--- src/hdl/css_consts.svh ---
// Purpose: constants of the CANopen slave supervision block
// Assumes: hclk at 250 MHz, AHB-Lite byte addresses
// Notes:   offsets are word aligned, only bits [7:2] decoded
// Summary of operation
// - reset-node command sets flag, software clears it
// - internal error sends emergency, configurable identifier
// - emergency has eight bytes: code, register, extra
// - codes 1000/2100/2300/3200/4000 with register bits
// - missing guard gives code 8100, bit 4
// - missing sync gives code 8200, bit 4
// - wire-break bytes 3..5 map outputs 0..23
// - short-circuit bytes 3..5 map outputs 0..23
// - node number accepted only from 1 to 30
// - new node number re-derives default identifiers of objects 1 and 2
// - node number kept until set again
// - guard interval zero disables, else milliseconds
// - lifetime counts missed guard intervals before failure
// - sync interval zero disables, else milliseconds
// - missing guard or sync sets error flag
// - sync pulse flag high exactly one cycle
// - objects 1..8, custom identifiers from 380 hex
// - type 0..240 synchronous, 255 asynchronous
// - type n sends once per n syncs
// - inhibit delay 0..65535 ms per object
// - inhibit running holds back next transmission
// - objects default asynchronous, sent on change
`ifndef CSS_CONSTS_SVH
`define CSS_CONSTS_SVH
// ----------------------------------------
// Register offsets
// ----------------------------------------
`define CSS_A_CTRL   8'h00
`define CSS_A_NODE   8'h04
`define CSS_A_GUARD  8'h08
`define CSS_A_SYNC   8'h0C
`define CSS_A_STAT   8'h10
`define CSS_A_EMCYID 8'h14
`define CSS_A_TXCFG  8'h18
`define CSS_A_TXINH  8'h1C
// ----------------------------------------
// Reset values and limits
// ----------------------------------------
`define CSS_NODE_RST 6'h20
`define CSS_NODE_MIN 6'h01
`define CSS_NODE_MAX 6'h1E
`define CSS_EMCY_RST 11'h0A0
`define CSS_ID_MIN   11'h380
`define CSS_ID_T1    11'h180
`define CSS_ID_T2    11'h280
`define CSS_ID_TN    11'h388
`define CSS_TT_ASYNC 8'hFF
`define CSS_TT_MAX   8'hF0
// ----------------------------------------
// Emergency codes and timing
// ----------------------------------------
`define CSS_EC_GEN   16'h1000
`define CSS_EC_WIRE  16'h2100
`define CSS_EC_SHORT 16'h2300
`define CSS_EC_SUPP  16'h3200
`define CSS_EC_TEMP  16'h4000
`define CSS_EC_GUARD 16'h8100
`define CSS_EC_SYNC  16'h8200
`define CSS_MS_NS    1000000
`define CSS_CLK_NS   4
`define CSS_MS_CYC   (`CSS_MS_NS / `CSS_CLK_NS)
`endif

--- src/hdl/css_pkg.sv ---
// Purpose: types of the CANopen slave supervision block
// Assumes: constants live in css_consts.svh
// Notes:   structs carry the outgoing messages
`default_nettype none
package css_pkg;
   typedef enum logic [1:0] {BUS_ADDR = 2'b01, BUS_DATA = 2'b10} css_bus_e;
   typedef struct packed {
      logic [10:0] id;
      logic [63:0] data;
   } css_emcy_s;
   typedef struct packed {
      logic [2:0]  idx;
      logic [10:0] id;
   } css_txreq_s;
endpackage
`default_nettype wire

--- src/hdl/css_supervision.sv ---
// Purpose: CANopen slave supervision, emergency and transmit objects
// Assumes: CAN framing outside; event inputs are one-cycle pulses
// Notes:   every AHB access takes one wait state
//
// Design decisions made here: the register offsets and the AHB-Lite register port.
`timescale 1ns/1ps
`default_nettype none
`include "css_consts.svh"

module css_supervision #(
   parameter int MS_CYC = `CSS_MS_CYC
) (
   // Clock and reset
   input  wire logic             hclk,
   input  wire logic             hresetn,
   // AHB-Lite slave
   input  wire logic             hsel,
   input  wire logic [31:0]      haddr,
   input  wire logic [1:0]       htrans,
   input  wire logic             hwrite,
   input  wire logic [2:0]       hsize,
   input  wire logic [31:0]      hwdata,
   input  wire logic             hready,
   output logic                  hreadyout,
   output logic                  hresp,
   output logic [31:0]           hrdata,
   // Network events
   input  wire logic             nmt_reset_cmd,
   input  wire logic             guard_rx,
   input  wire logic             sync_rx,
   // Error sources
   input  wire logic             err_general,
   input  wire logic             err_supply,
   input  wire logic             err_overtemp,
   input  wire logic [23:0]      wire_break,
   input  wire logic [23:0]      short_circ,
   // Transmit object data changes
   input  wire logic [7:0]       tx_change,
   // Emergency message out
   output logic                  emcy_valid,
   output css_pkg::css_emcy_s    emcy_msg,
   input  wire logic             emcy_ready,
   // Transmit request out
   output logic                  tx_valid,
   output css_pkg::css_txreq_s   tx_req,
   input  wire logic             tx_ready,
   // Application flags
   output logic                  reset_node_request_flag,
   output logic                  software_restart_call,
   output logic                  guard_timeout_error,
   output logic                  sync_timeout_error,
   output logic                  sync_pulse_flag,
   output logic [7:0]            error_register,
   output logic [5:0]            node_number
);

   // ----------------------------------------
   // Declarations
   // ----------------------------------------
   css_pkg::css_bus_e  st_q, st_d;
   logic [7:0]         a_q, a_d;
   logic               w_q, w_d, rdy_q, rdy_d, wr;
   logic [31:0]        rd_q, rd_d, rmux;
   logic               rnr_q, rnr_d, rst_q, rst_d, sp_q, sp_d;
   logic [5:0]         node_q, node_d;
   logic [15:0]        gint_q, gint_d, sint_q, sint_d;
   logic [7:0]         life_q, life_d, lim;
   logic [10:0]        eid_q, eid_d;
   logic [17:0]        tc_q, tc_d;
   logic               tick_q, tick_d;
   logic [15:0]        gc_q, gc_d, sc_q, sc_d;
   logic [7:0]         gm_q, gm_d;
   logic               gerr_q, gerr_d, serr_q, serr_d;
   logic [6:0]         cond, nw, cp_q, pe_q, pe_d;
   logic [23:0]        wb_q, sh_q;
   logic [7:0]         er_q, er_d;
   logic               ev_q, ev_d;
   css_pkg::css_emcy_s em_q, em_d;
   logic [10:0]        tid_q [8];
   logic [10:0]        tid_d [8];
   logic [7:0]         tt_q [8];
   logic [7:0]         tt_d [8];
   logic [7:0]         sn_q [8];
   logic [7:0]         sn_d [8];
   logic [15:0]        inh_q [8];
   logic [15:0]        inh_d [8];
   logic [15:0]        ic_q [8];
   logic [15:0]        ic_d [8];
   logic [7:0]         cu_q, cu_d, pn_q, pn_d, du_q, du_d, trdy;
   logic [2:0]         tsel_q, tsel_d;
   logic               tv_q, tv_d;
   css_pkg::css_txreq_s tr_q, tr_d;

   // ----------------------------------------
   // Functions
   // ----------------------------------------
   // Word decode shared by reads and writes
   function automatic logic hit(input logic [7:0] a, input logic [7:0] off);
      return a[7:2] == off[7:2];
   endfunction

   function automatic logic [15:0] ecode(input logic [2:0] k);
      case (k)
         3'h0:    ecode = `CSS_EC_GEN;
         3'h1:    ecode = `CSS_EC_WIRE;
         3'h2:    ecode = `CSS_EC_SHORT;
         3'h3:    ecode = `CSS_EC_SUPP;
         3'h4:    ecode = `CSS_EC_TEMP;
         3'h5:    ecode = `CSS_EC_GUARD;
         default: ecode = `CSS_EC_SYNC;
      endcase
   endfunction

   // default identifiers of objects 0 and 1 follow the node number
   function automatic logic [10:0] tid_eff(input logic [2:0] k);
      if (cu_q[k])
         return tid_q[k];
      else if (k == 3'h0)
         return `CSS_ID_T1 + {5'h00, node_q};
      else if (k == 3'h1)
         return `CSS_ID_T2 + {5'h00, node_q};
      else
         return `CSS_ID_TN + {8'h00, k};
   endfunction

   // ----------------------------------------
   // AHB-Lite slave
   // ----------------------------------------
   assign wr = (st_q == css_pkg::BUS_DATA) && w_q;

   // Read mux, unmapped words read zero
   always_comb begin
      rmux = 32'h0000_0000;
      if (hit(a_q, `CSS_A_CTRL))   rmux = {31'h0, rnr_q};
      if (hit(a_q, `CSS_A_NODE))   rmux = {26'h0, node_q};
      if (hit(a_q, `CSS_A_GUARD))  rmux = {8'h00, life_q, gint_q};
      if (hit(a_q, `CSS_A_SYNC))   rmux = {16'h0000, sint_q};
      if (hit(a_q, `CSS_A_STAT))   rmux = {16'h0000, er_q, 6'h00, serr_q, gerr_q};
      if (hit(a_q, `CSS_A_EMCYID)) rmux = {21'h0, eid_q};
      if (hit(a_q, `CSS_A_TXCFG))  rmux = {8'h00, tt_q[tsel_q], 1'b0, tsel_q, 1'b0, tid_eff(tsel_q)};
      if (hit(a_q, `CSS_A_TXINH))  rmux = {13'h0, tsel_q, inh_q[tsel_q]};
   end

   // Wait state lets read data come from a flop
   always_comb begin
      st_d  = st_q;
      a_d   = a_q;
      w_d   = w_q;
      rdy_d = rdy_q;
      rd_d  = rd_q;
      unique case (st_q)
         css_pkg::BUS_ADDR: begin
            if (hsel && htrans[1] && hready) begin
               st_d  = css_pkg::BUS_DATA;
               a_d   = haddr[7:0];
               w_d   = hwrite;
               rdy_d = 1'b0;
            end
         end
         css_pkg::BUS_DATA: begin
            st_d  = css_pkg::BUS_ADDR;
            rdy_d = 1'b1;
            if (!w_q) rd_d = rmux;
         end
         default: begin
            st_d  = css_pkg::BUS_ADDR;
            rdy_d = 1'b1;
         end
      endcase
   end

   always_ff @(posedge hclk or negedge hresetn) begin
      if (!hresetn) begin
         st_q  <= css_pkg::BUS_ADDR;
         a_q   <= 8'h00;
         w_q   <= 1'b0;
         rdy_q <= 1'b1;
         rd_q  <= 32'h0000_0000;
      end else begin
         st_q  <= st_d;
         a_q   <= a_d;
         w_q   <= w_d;
         rdy_q <= rdy_d;
         rd_q  <= rd_d;
      end
   end

   assign hreadyout = rdy_q;
   assign hresp     = 1'b0;
   assign hrdata    = rd_q;

   // ----------------------------------------
   // Configuration and application flags
   // ----------------------------------------
   always_comb begin
      // set wins over the software clear
      rnr_d  = nmt_reset_cmd | (rnr_q & ~(wr && hit(a_q, `CSS_A_CTRL) && hwdata[0]));
      rst_d  = wr && hit(a_q, `CSS_A_CTRL) && hwdata[1];
      sp_d   = sync_rx;
      node_d = node_q;
      gint_d = gint_q;
      life_d = life_q;
      sint_d = sint_q;
      eid_d  = eid_q;
      if (wr && hit(a_q, `CSS_A_NODE) && hwdata[5:0] >= `CSS_NODE_MIN && hwdata[5:0] <= `CSS_NODE_MAX &&
          hwdata[31:6] == 26'h0)
         node_d = hwdata[5:0];
      if (wr && hit(a_q, `CSS_A_GUARD)) begin
         gint_d = hwdata[15:0];
         life_d = hwdata[23:16];
      end
      if (wr && hit(a_q, `CSS_A_SYNC)) sint_d = hwdata[15:0];
      if (wr && hit(a_q, `CSS_A_EMCYID)) eid_d = hwdata[10:0];
   end

   always_ff @(posedge hclk or negedge hresetn) begin
      if (!hresetn) begin
         rnr_q  <= 1'b0;
         rst_q  <= 1'b0;
         sp_q   <= 1'b0;
         node_q <= `CSS_NODE_RST;
         gint_q <= 16'h0000;
         life_q <= 8'h00;
         sint_q <= 16'h0000;
         eid_q  <= `CSS_EMCY_RST;
      end else begin
         rnr_q  <= rnr_d;
         rst_q  <= rst_d;
         sp_q   <= sp_d;
         node_q <= node_d;
         gint_q <= gint_d;
         life_q <= life_d;
         sint_q <= sint_d;
         eid_q  <= eid_d;
      end
   end

   assign reset_node_request_flag = rnr_q;
   assign software_restart_call   = rst_q;
   assign sync_pulse_flag         = sp_q;
   assign node_number             = node_q;

   // ----------------------------------------
   // Millisecond tick and timeout monitors
   // ----------------------------------------
   always_comb begin
      tick_d = tc_q == 18'(MS_CYC - 1);
      tc_d   = tick_d ? 18'h00000 : tc_q + 18'h00001;
      // Lifetime zero still allows one interval
      lim    = (life_q == 8'h00) ? 8'h01 : life_q;
      gc_d   = gc_q;
      gm_d   = gm_q;
      sc_d   = sc_q;
      gerr_d = gerr_q & ~(wr && hit(a_q, `CSS_A_STAT) && hwdata[0]);
      serr_d = serr_q & ~(wr && hit(a_q, `CSS_A_STAT) && hwdata[1]);
      // count missed intervals, saturating at 255; error once lifetime is reached
      if (guard_rx) begin
         gc_d = 16'h0000;
         gm_d = 8'h00;
      end else if (tick_q && gint_q != 16'h0000) begin
         if (gc_q + 16'h0001 >= gint_q) begin
            gc_d = 16'h0000;
            if (gm_q != 8'hFF) gm_d = gm_q + 8'h01;
            if (gm_q + 8'h01 >= lim) gerr_d = 1'b1;
         end else begin
            gc_d = gc_q + 16'h0001;
         end
      end
      // sync monitor off at zero interval
      if (sync_rx) begin
         sc_d = 16'h0000;
      end else if (tick_q && sint_q != 16'h0000) begin
         if (sc_q + 16'h0001 >= sint_q) begin
            sc_d   = 16'h0000;
            serr_d = 1'b1;
         end else begin
            sc_d = sc_q + 16'h0001;
         end
      end
   end

   always_ff @(posedge hclk or negedge hresetn) begin
      if (!hresetn) begin
         tc_q   <= 18'h00000;
         tick_q <= 1'b0;
         gc_q   <= 16'h0000;
         gm_q   <= 8'h00;
         sc_q   <= 16'h0000;
         gerr_q <= 1'b0;
         serr_q <= 1'b0;
      end else begin
         tc_q   <= tc_d;
         tick_q <= tick_d;
         gc_q   <= gc_d;
         gm_q   <= gm_d;
         sc_q   <= sc_d;
         gerr_q <= gerr_d;
         serr_q <= serr_d;
      end
   end

   assign guard_timeout_error = gerr_q;
   assign sync_timeout_error  = serr_q;

   // ----------------------------------------
   // Emergency messages
   // ----------------------------------------
   always_comb begin
      cond  = {serr_q, gerr_q, err_overtemp, err_supply, |short_circ, |wire_break, err_general};
      // only fresh conditions or fresh output bits
      nw    = cond & ~cp_q;
      nw[1] = nw[1] | (|(wire_break & ~wb_q));
      nw[2] = nw[2] | (|(short_circ & ~sh_q));
      // error register bits 0..3; bit 4
      er_d  = {3'b000, cond[5] | cond[6], cond[4], cond[3], cond[1] | cond[2], cond[0]};
      pe_d  = pe_q | nw;
      ev_d  = ev_q & ~emcy_ready;
      em_d  = em_q;
      if (!ev_d) begin
         for (int k = 6; k >= 0; k--) begin
            if (pe_q[k]) begin
               em_d.id         = eid_q;
               em_d.data       = 64'h0;
               em_d.data[15:0] = ecode(3'(k));
               em_d.data[23:16] = er_d;
               if (k == 1) em_d.data[47:24] = wire_break;
               if (k == 2) em_d.data[47:24] = short_circ;
               if (k == 6) em_d.data[31:24] = 8'h02;
            end
         end
         if (pe_q != 7'h00) begin
            ev_d = 1'b1;
            pe_d = (pe_q & (pe_q - 7'h01)) | nw;
         end
      end
   end

   always_ff @(posedge hclk or negedge hresetn) begin
      if (!hresetn) begin
         cp_q <= 7'h00;
         wb_q <= 24'h000000;
         sh_q <= 24'h000000;
         pe_q <= 7'h00;
         er_q <= 8'h00;
         ev_q <= 1'b0;
         em_q <= '0;
      end else begin
         cp_q <= cond;
         wb_q <= wire_break;
         sh_q <= short_circ;
         pe_q <= pe_d;
         er_q <= er_d;
         ev_q <= ev_d;
         em_q <= em_d;
      end
   end

   assign emcy_valid     = ev_q;
   assign emcy_msg       = em_q;
   assign error_register = er_q;

   // ----------------------------------------
   // Transmit objects
   // ----------------------------------------
   always_comb begin
      tid_d  = tid_q;
      tt_d   = tt_q;
      sn_d   = sn_q;
      inh_d  = inh_q;
      ic_d   = ic_q;
      cu_d   = cu_q;
      du_d   = du_q;
      tsel_d = tsel_q;
      tv_d   = tv_q & ~tx_ready;
      tr_d   = tr_q;
      pn_d   = pn_q | tx_change;
      trdy   = 8'h00;
      // custom identifiers below 380 hex refused
      if (wr && hit(a_q, `CSS_A_TXCFG)) begin
         tsel_d = hwdata[14:12];
         if (hwdata[10:0] >= `CSS_ID_MIN) begin
            tid_d[hwdata[14:12]] = hwdata[10:0];
            cu_d[hwdata[14:12]]  = 1'b1;
         end
         if (hwdata[23:16] <= `CSS_TT_MAX || hwdata[23:16] == `CSS_TT_ASYNC) begin
            tt_d[hwdata[14:12]] = hwdata[23:16];
            sn_d[hwdata[14:12]] = 8'h00;
         end
      end
      if (wr && hit(a_q, `CSS_A_TXINH)) begin
         tsel_d               = hwdata[18:16];
         inh_d[hwdata[18:16]] = hwdata[15:0];
      end
      for (int i = 0; i < 8; i++) begin
         // delay frozen while the offer waits, so it runs from the take
         if (tick_q && ic_q[i] != 16'h0000 && !(tv_q && tr_q.idx == 3'(i))) ic_d[i] = ic_q[i] - 16'h0001;
         // cyclic types send every n-th sync
         if (sync_rx && tt_q[i] != `CSS_TT_ASYNC) begin
            if (tt_q[i] == 8'h00) begin
               if (pn_q[i] | tx_change[i]) du_d[i] = 1'b1;
            end else if (sn_q[i] + 8'h01 >= tt_q[i]) begin
               sn_d[i] = 8'h00;
               du_d[i] = 1'b1;
            end else begin
               sn_d[i] = sn_q[i] + 8'h01;
            end
         end
         trdy[i] = (tt_q[i] == `CSS_TT_ASYNC) ? pn_q[i] && ic_q[i] == 16'h0000 : du_q[i];
      end
      if (!tv_d) begin
         for (int k = 7; k >= 0; k--) begin
            if (trdy[k]) begin
               tr_d.idx = 3'(k);
               tr_d.id  = tid_eff(3'(k));
            end
         end
         if (trdy != 8'h00) begin
            tv_d = 1'b1;
            pn_d[tr_d.idx] = tx_change[tr_d.idx];
            du_d[tr_d.idx] = 1'b0;
            if (tt_q[tr_d.idx] == `CSS_TT_ASYNC) ic_d[tr_d.idx] = inh_q[tr_d.idx];
         end
      end
   end

   always_ff @(posedge hclk or negedge hresetn) begin
      if (!hresetn) begin
         for (int i = 0; i < 8; i++) begin
            tid_q[i] <= 11'h000;
            tt_q[i]  <= `CSS_TT_ASYNC;
            sn_q[i]  <= 8'h00;
            inh_q[i] <= 16'h0000;
            ic_q[i]  <= 16'h0000;
         end
         cu_q   <= 8'h00;
         pn_q   <= 8'h00;
         du_q   <= 8'h00;
         tsel_q <= 3'h0;
         tv_q   <= 1'b0;
         tr_q   <= '0;
      end else begin
         tid_q  <= tid_d;
         tt_q   <= tt_d;
         sn_q   <= sn_d;
         inh_q  <= inh_d;
         ic_q   <= ic_d;
         cu_q   <= cu_d;
         pn_q   <= pn_d;
         du_q   <= du_d;
         tsel_q <= tsel_d;
         tv_q   <= tv_d;
         tr_q   <= tr_d;
      end
   end

   assign tx_valid = tv_q;
   assign tx_req   = tr_q;
endmodule // css_supervision
`default_nettype wire

--- config.mk ---
export PLATFORM = sky130hd
export DESIGN_NAME = css_supervision
export DESIGN_NICKNAME = d
export VERILOG_FILES = /design/src/hdl/css_pkg.sv /design/src/hdl/css_supervision.sv
export VERILOG_INCLUDE_DIRS = /design/src /design/src/hdl
export SDC_FILE = /design/constraint.sdc
export NUM_CORES = 2
export LEC_CHECK = 0
export ABC_CLOCK_PERIOD_IN_PS = 5030
export BUFFER_PORTS_ARGS = -buffer_cell sky130_fd_sc_hd__buf_2
export CAP_MARGIN = 0
export CORE_AREA = 4 4 497 253
export CTS_CLUSTER_SIZE = 25
export DETAILED_ROUTE_END_ITERATION = 16
export DIE_AREA = 0 0 501 257
export PLACE_DENSITY = 0.62
export SLEW_MARGIN = 20
export SYNTH_ARGS = -nofsm -noshare
export SYNTH_HDL_FRONTEND = slang
export SYNTH_SLANG_ARGS = --single-unit
--- constraint.sdc ---
create_clock -name hclk -period 5.03 [get_ports hclk]
set_input_delay 0.7545 -clock hclk [delete_from_list [all_inputs] [get_ports hclk]]
set_output_delay 0.7545 -clock hclk [all_outputs]
set_load 0.02 [all_outputs]
==> results.cfg <==
[timing]
finalSetupTns_ns = 0
period_share_pct = 95.4
holdWs_ns = 0.0947
finalHoldViolCount = 0
worst_pin_slew_ns = 1.07
setup_viol = 0
fin_crit_ns = 4.80
clock.fmax_ghz = 0.208
rsz0062_at_grt = no
slew_headroom_pct = 26.9
slew_viol_final = 0
final.setup_skew_ns = 0.0399

[synth]
syn_area_per_cell_um2 = 10.6
synth_edf_count = 0
synth_largest_area_cell = dfrtp_1
yosysWarningCount = 0
synthTopCellsByArea = dfrtp_1 42%, mux2_2 8.4%, dfstp_2 4.2%
postSynth.asyncResetShare_pct = 100
synth_ff_type = dfrtp_1
syn_area_um2 = 42200
synth_cells = 3994
ys_types = 94
ys_seq_area_share_pct = 46.4
synth_top_area_share_pct = 42.2
synth_seq_cells = 779

[worst_setup_path]
criticalPathCategory = flip-flop to flip-flop
cp_data_required_time_ns = 5.62
cp_max_fo = 16
critPathCaptureType = flip-flop
cp-start-kind = flip-flop
worstPathArrival_ns = 5.39

[placement]
dpl.cell_count = 5737
place_hpwl_um = 103000
portBuffers = 210
routabilityCongestion = 0.930

[global_routing]
grtUsageTotal_pct = 21.5
antenna_found_initial = 18
overflow = 0
grt_max_degree = 142
grt_first_pass_wirelength_um = 211000
grt_pass1_vias = 31500

[detailed_routing]
first_iter_violations = 4077
ant_nets = 0
routedLengthMet1_um = 65900
vias_per_cell = 5.66
dr.pass1.iters = 6
drcViolationCount = 0
highest_layer = met5
via_count = 33300
wl_met2_um = 53300
route.met3.wl_um = 18200
drt-wirelength-per-cell_um = 24.1
wl_um = 142000

[clock_network]
cts_tree = yes
cts.sinks = 779
clkLatencyLatePin_ns = 0.69
cts-resized-gates = 0
clk_pin_slew_ns = 0.07
cts_root_buffer = clkbuf_16
post-cts-setup-buffers = 0
hold_buffers = 0
cts.path.max_buffers = 3
htreeDepth = 3
cts_buffers = 72

[floorplan]
core_region_area_um2 = 122000
rows = 91
ios = 282
initial_core_util_pct = 34.6
die_h_um = 257
fp.dieW_um = 501
die-area_um2 = 129000

[worst_hold_path]
hp-class = primary input to async pin

[finish]
area_growth_pct = 13.3
drive_gt1_share_pct = 23.2
fin_cells = 5878
nNetsFinal = 4451

[power]
power_density_nw_per_um2 = 302
max-vdd-ir-drop_v = 0.000244
power_mw = 14.4
p_leak_nw = 21.4

[run_status]
run_status = finished clean

[run]
maxCapViolations = 0
[cells in the final DEF, fill, tap and decap left out, types with 36 or more instances in the layout]
master	n
a21o_1	57
a21oi_1	120
and3_1	60
buf_2	209
buf_4	88
clkbuf_16	72
conb_1	41
dfrtp_1	708
dfstp_2	68
ha_1	128
inv_1	204
mux2_2	314
mux2i_1	103
mux4_2	71
nand2_1	357
nand2b_1	79
nand3_1	83
nand4_1	36
nor2_1	183
nor3_1	65
nor4_1	85
o21ai_0	236
o21ai_1	80
o22ai_1	54
xnor2_1	108
xor2_1	100
[power by group]
| group | internal, mW | switching, mW | total [mW] |
|---|---|---|---|
| clock | 3.27 | 2.69 | 5.95 |
| sequential | 6.47 | 0.211 | 6.68 |
| combinational | 0.532 | 1.26 | 1.79 |
[per-stage QoR]
stage | worst slack [ns] | utilization, % | area (µm²)
finish | 0.233 | 39.2 | 47800
global route | 0.109 | 39.2 | 47800
CTS | 0.483 | 39.2 | 47800
detailed placement | 0.487 | 37.1 | 45300
global placement | 0.626 | 37.1 | 45300
floorplan | 1.01 | - | 42300
[worst max-delay path, stage by stage, from the launching register on]
cell and delay (ns):
dfrtp_1 0.42, nor4_1 0.60, nand4_1 0.65, o31ai_2 0.59, buf_4 0.30, nor2_1 0.14, buf_4 0.19, nand2_1 0.09
o21ai_1 0.29, nor3_1 0.74, nand3_4 0.39, mux2i_1 0.27
[Yosys cell counts, types with 20 or more instances]
cell / count
a21o_1: 57
a21oi_1: 120
a22oi_1: 29
a31oi_1: 28
and3_1: 60
buf_4: 47
clkbuf_1: 149
dfrtp_1: 711
dfstp_2: 68
ha_1: 128
inv_1: 204
mux2_2: 314
mux2i_1: 103
mux4_2: 71
nand2_1: 359
nand2b_1: 79
nand3_1: 83
nand3b_1: 23
nand4_1: 36
nor2_1: 185
nor2b_1: 28
nor3_1: 68
nor3b_1: 20
nor4_1: 88
o211ai_1: 27
o21ai_0: 236
o21ai_1: 81
o22ai_1: 54
xnor2_1: 108
xor2_1: 100
[sequential cells by signal (all words and copies together) (netlist names), 8 cells and up]
name	flops
cu_q	8
du_q	8
eid_q	11
emcy_msg	46
gc_q	16
gint_q	16
gm_q	8
hrdata	24
ic_q	128
inh_q	128
life_q	8
pn_q	8
sc_q	16
sh_q	24
sint_q	16
sn_q	64
tc_q	18
tid_q	88
tt_q	64
tx_req	14
wb_q	24
[cell type report]
| cell class | instances | area, µm² |
|---|---|---|
| Inverter | 206 | 773 |
| Fill cell | 11800 | 74100 |
| Antenna cell | 8 | 20.0 |
| Clock inverter | 28 | 428 |
| Clock buffer | 104 | 2060 |
| Sequential cell | 779 | 19600 |
| Multi-Input combinational cell | 2818 | 21000 |
| Timing Repair Buffer | 308 | 1920 |
| Tap cell | 1627 | 2040 |
[layer usage]
| layer | global-route usage (%) | up-vias |
|---|---|---|
| met4 | 5.53 | 6 |
| li1 | - | 14700 |
| met5 | 0.297 | - |
| met2 | 27.1 | 1755 |
| met3 | 8.09 | 208 |
| met1 | 33.4 | 16600 |
[final timing paths]
kind	from	to	slack, ns	cells after the start
min in group hclk	err_overtemp	cp_q[4]$_DFF_PN0_	0.19	1
max in group asynchronous	hresetn	gm_q[3]$_DFFE_PN0P_	3.63	2
worst max-delay path	ic_q[75]$_DFF_PN0_	ic_q[17]$_DFF_PN0_	0.23	11
worst min-delay path	hresetn	tc_q[16]$_DFF_PN0_	0.09	1
worst max register to register	ic_q[75]$_DFF_PN0_	ic_q[17]$_DFF_PN0_	0.23	11
worst min register to register	guard_timeout_error$_DFF_PN0_	cp_q[5]$_DFF_PN0_	0.42	0
[kinds of logic (layout without fill, tap and decap cells)]
group	after synthesis	in the layout	synth area share, %
AND/OR/NAND/NOR	1123	1123	13.6
XOR/XNOR	208	208	4.32
multiplexers	488	488	14.6
adder cells (fa/ha/maj)	128	128	3.80
AO/OA/AOI/OAI	830	830	12.8
flip-flops	779	779	46.4
other	1	49	0.00889
buffers and inverters	437	646	4.45
Power figures use the tool's default switching activity.
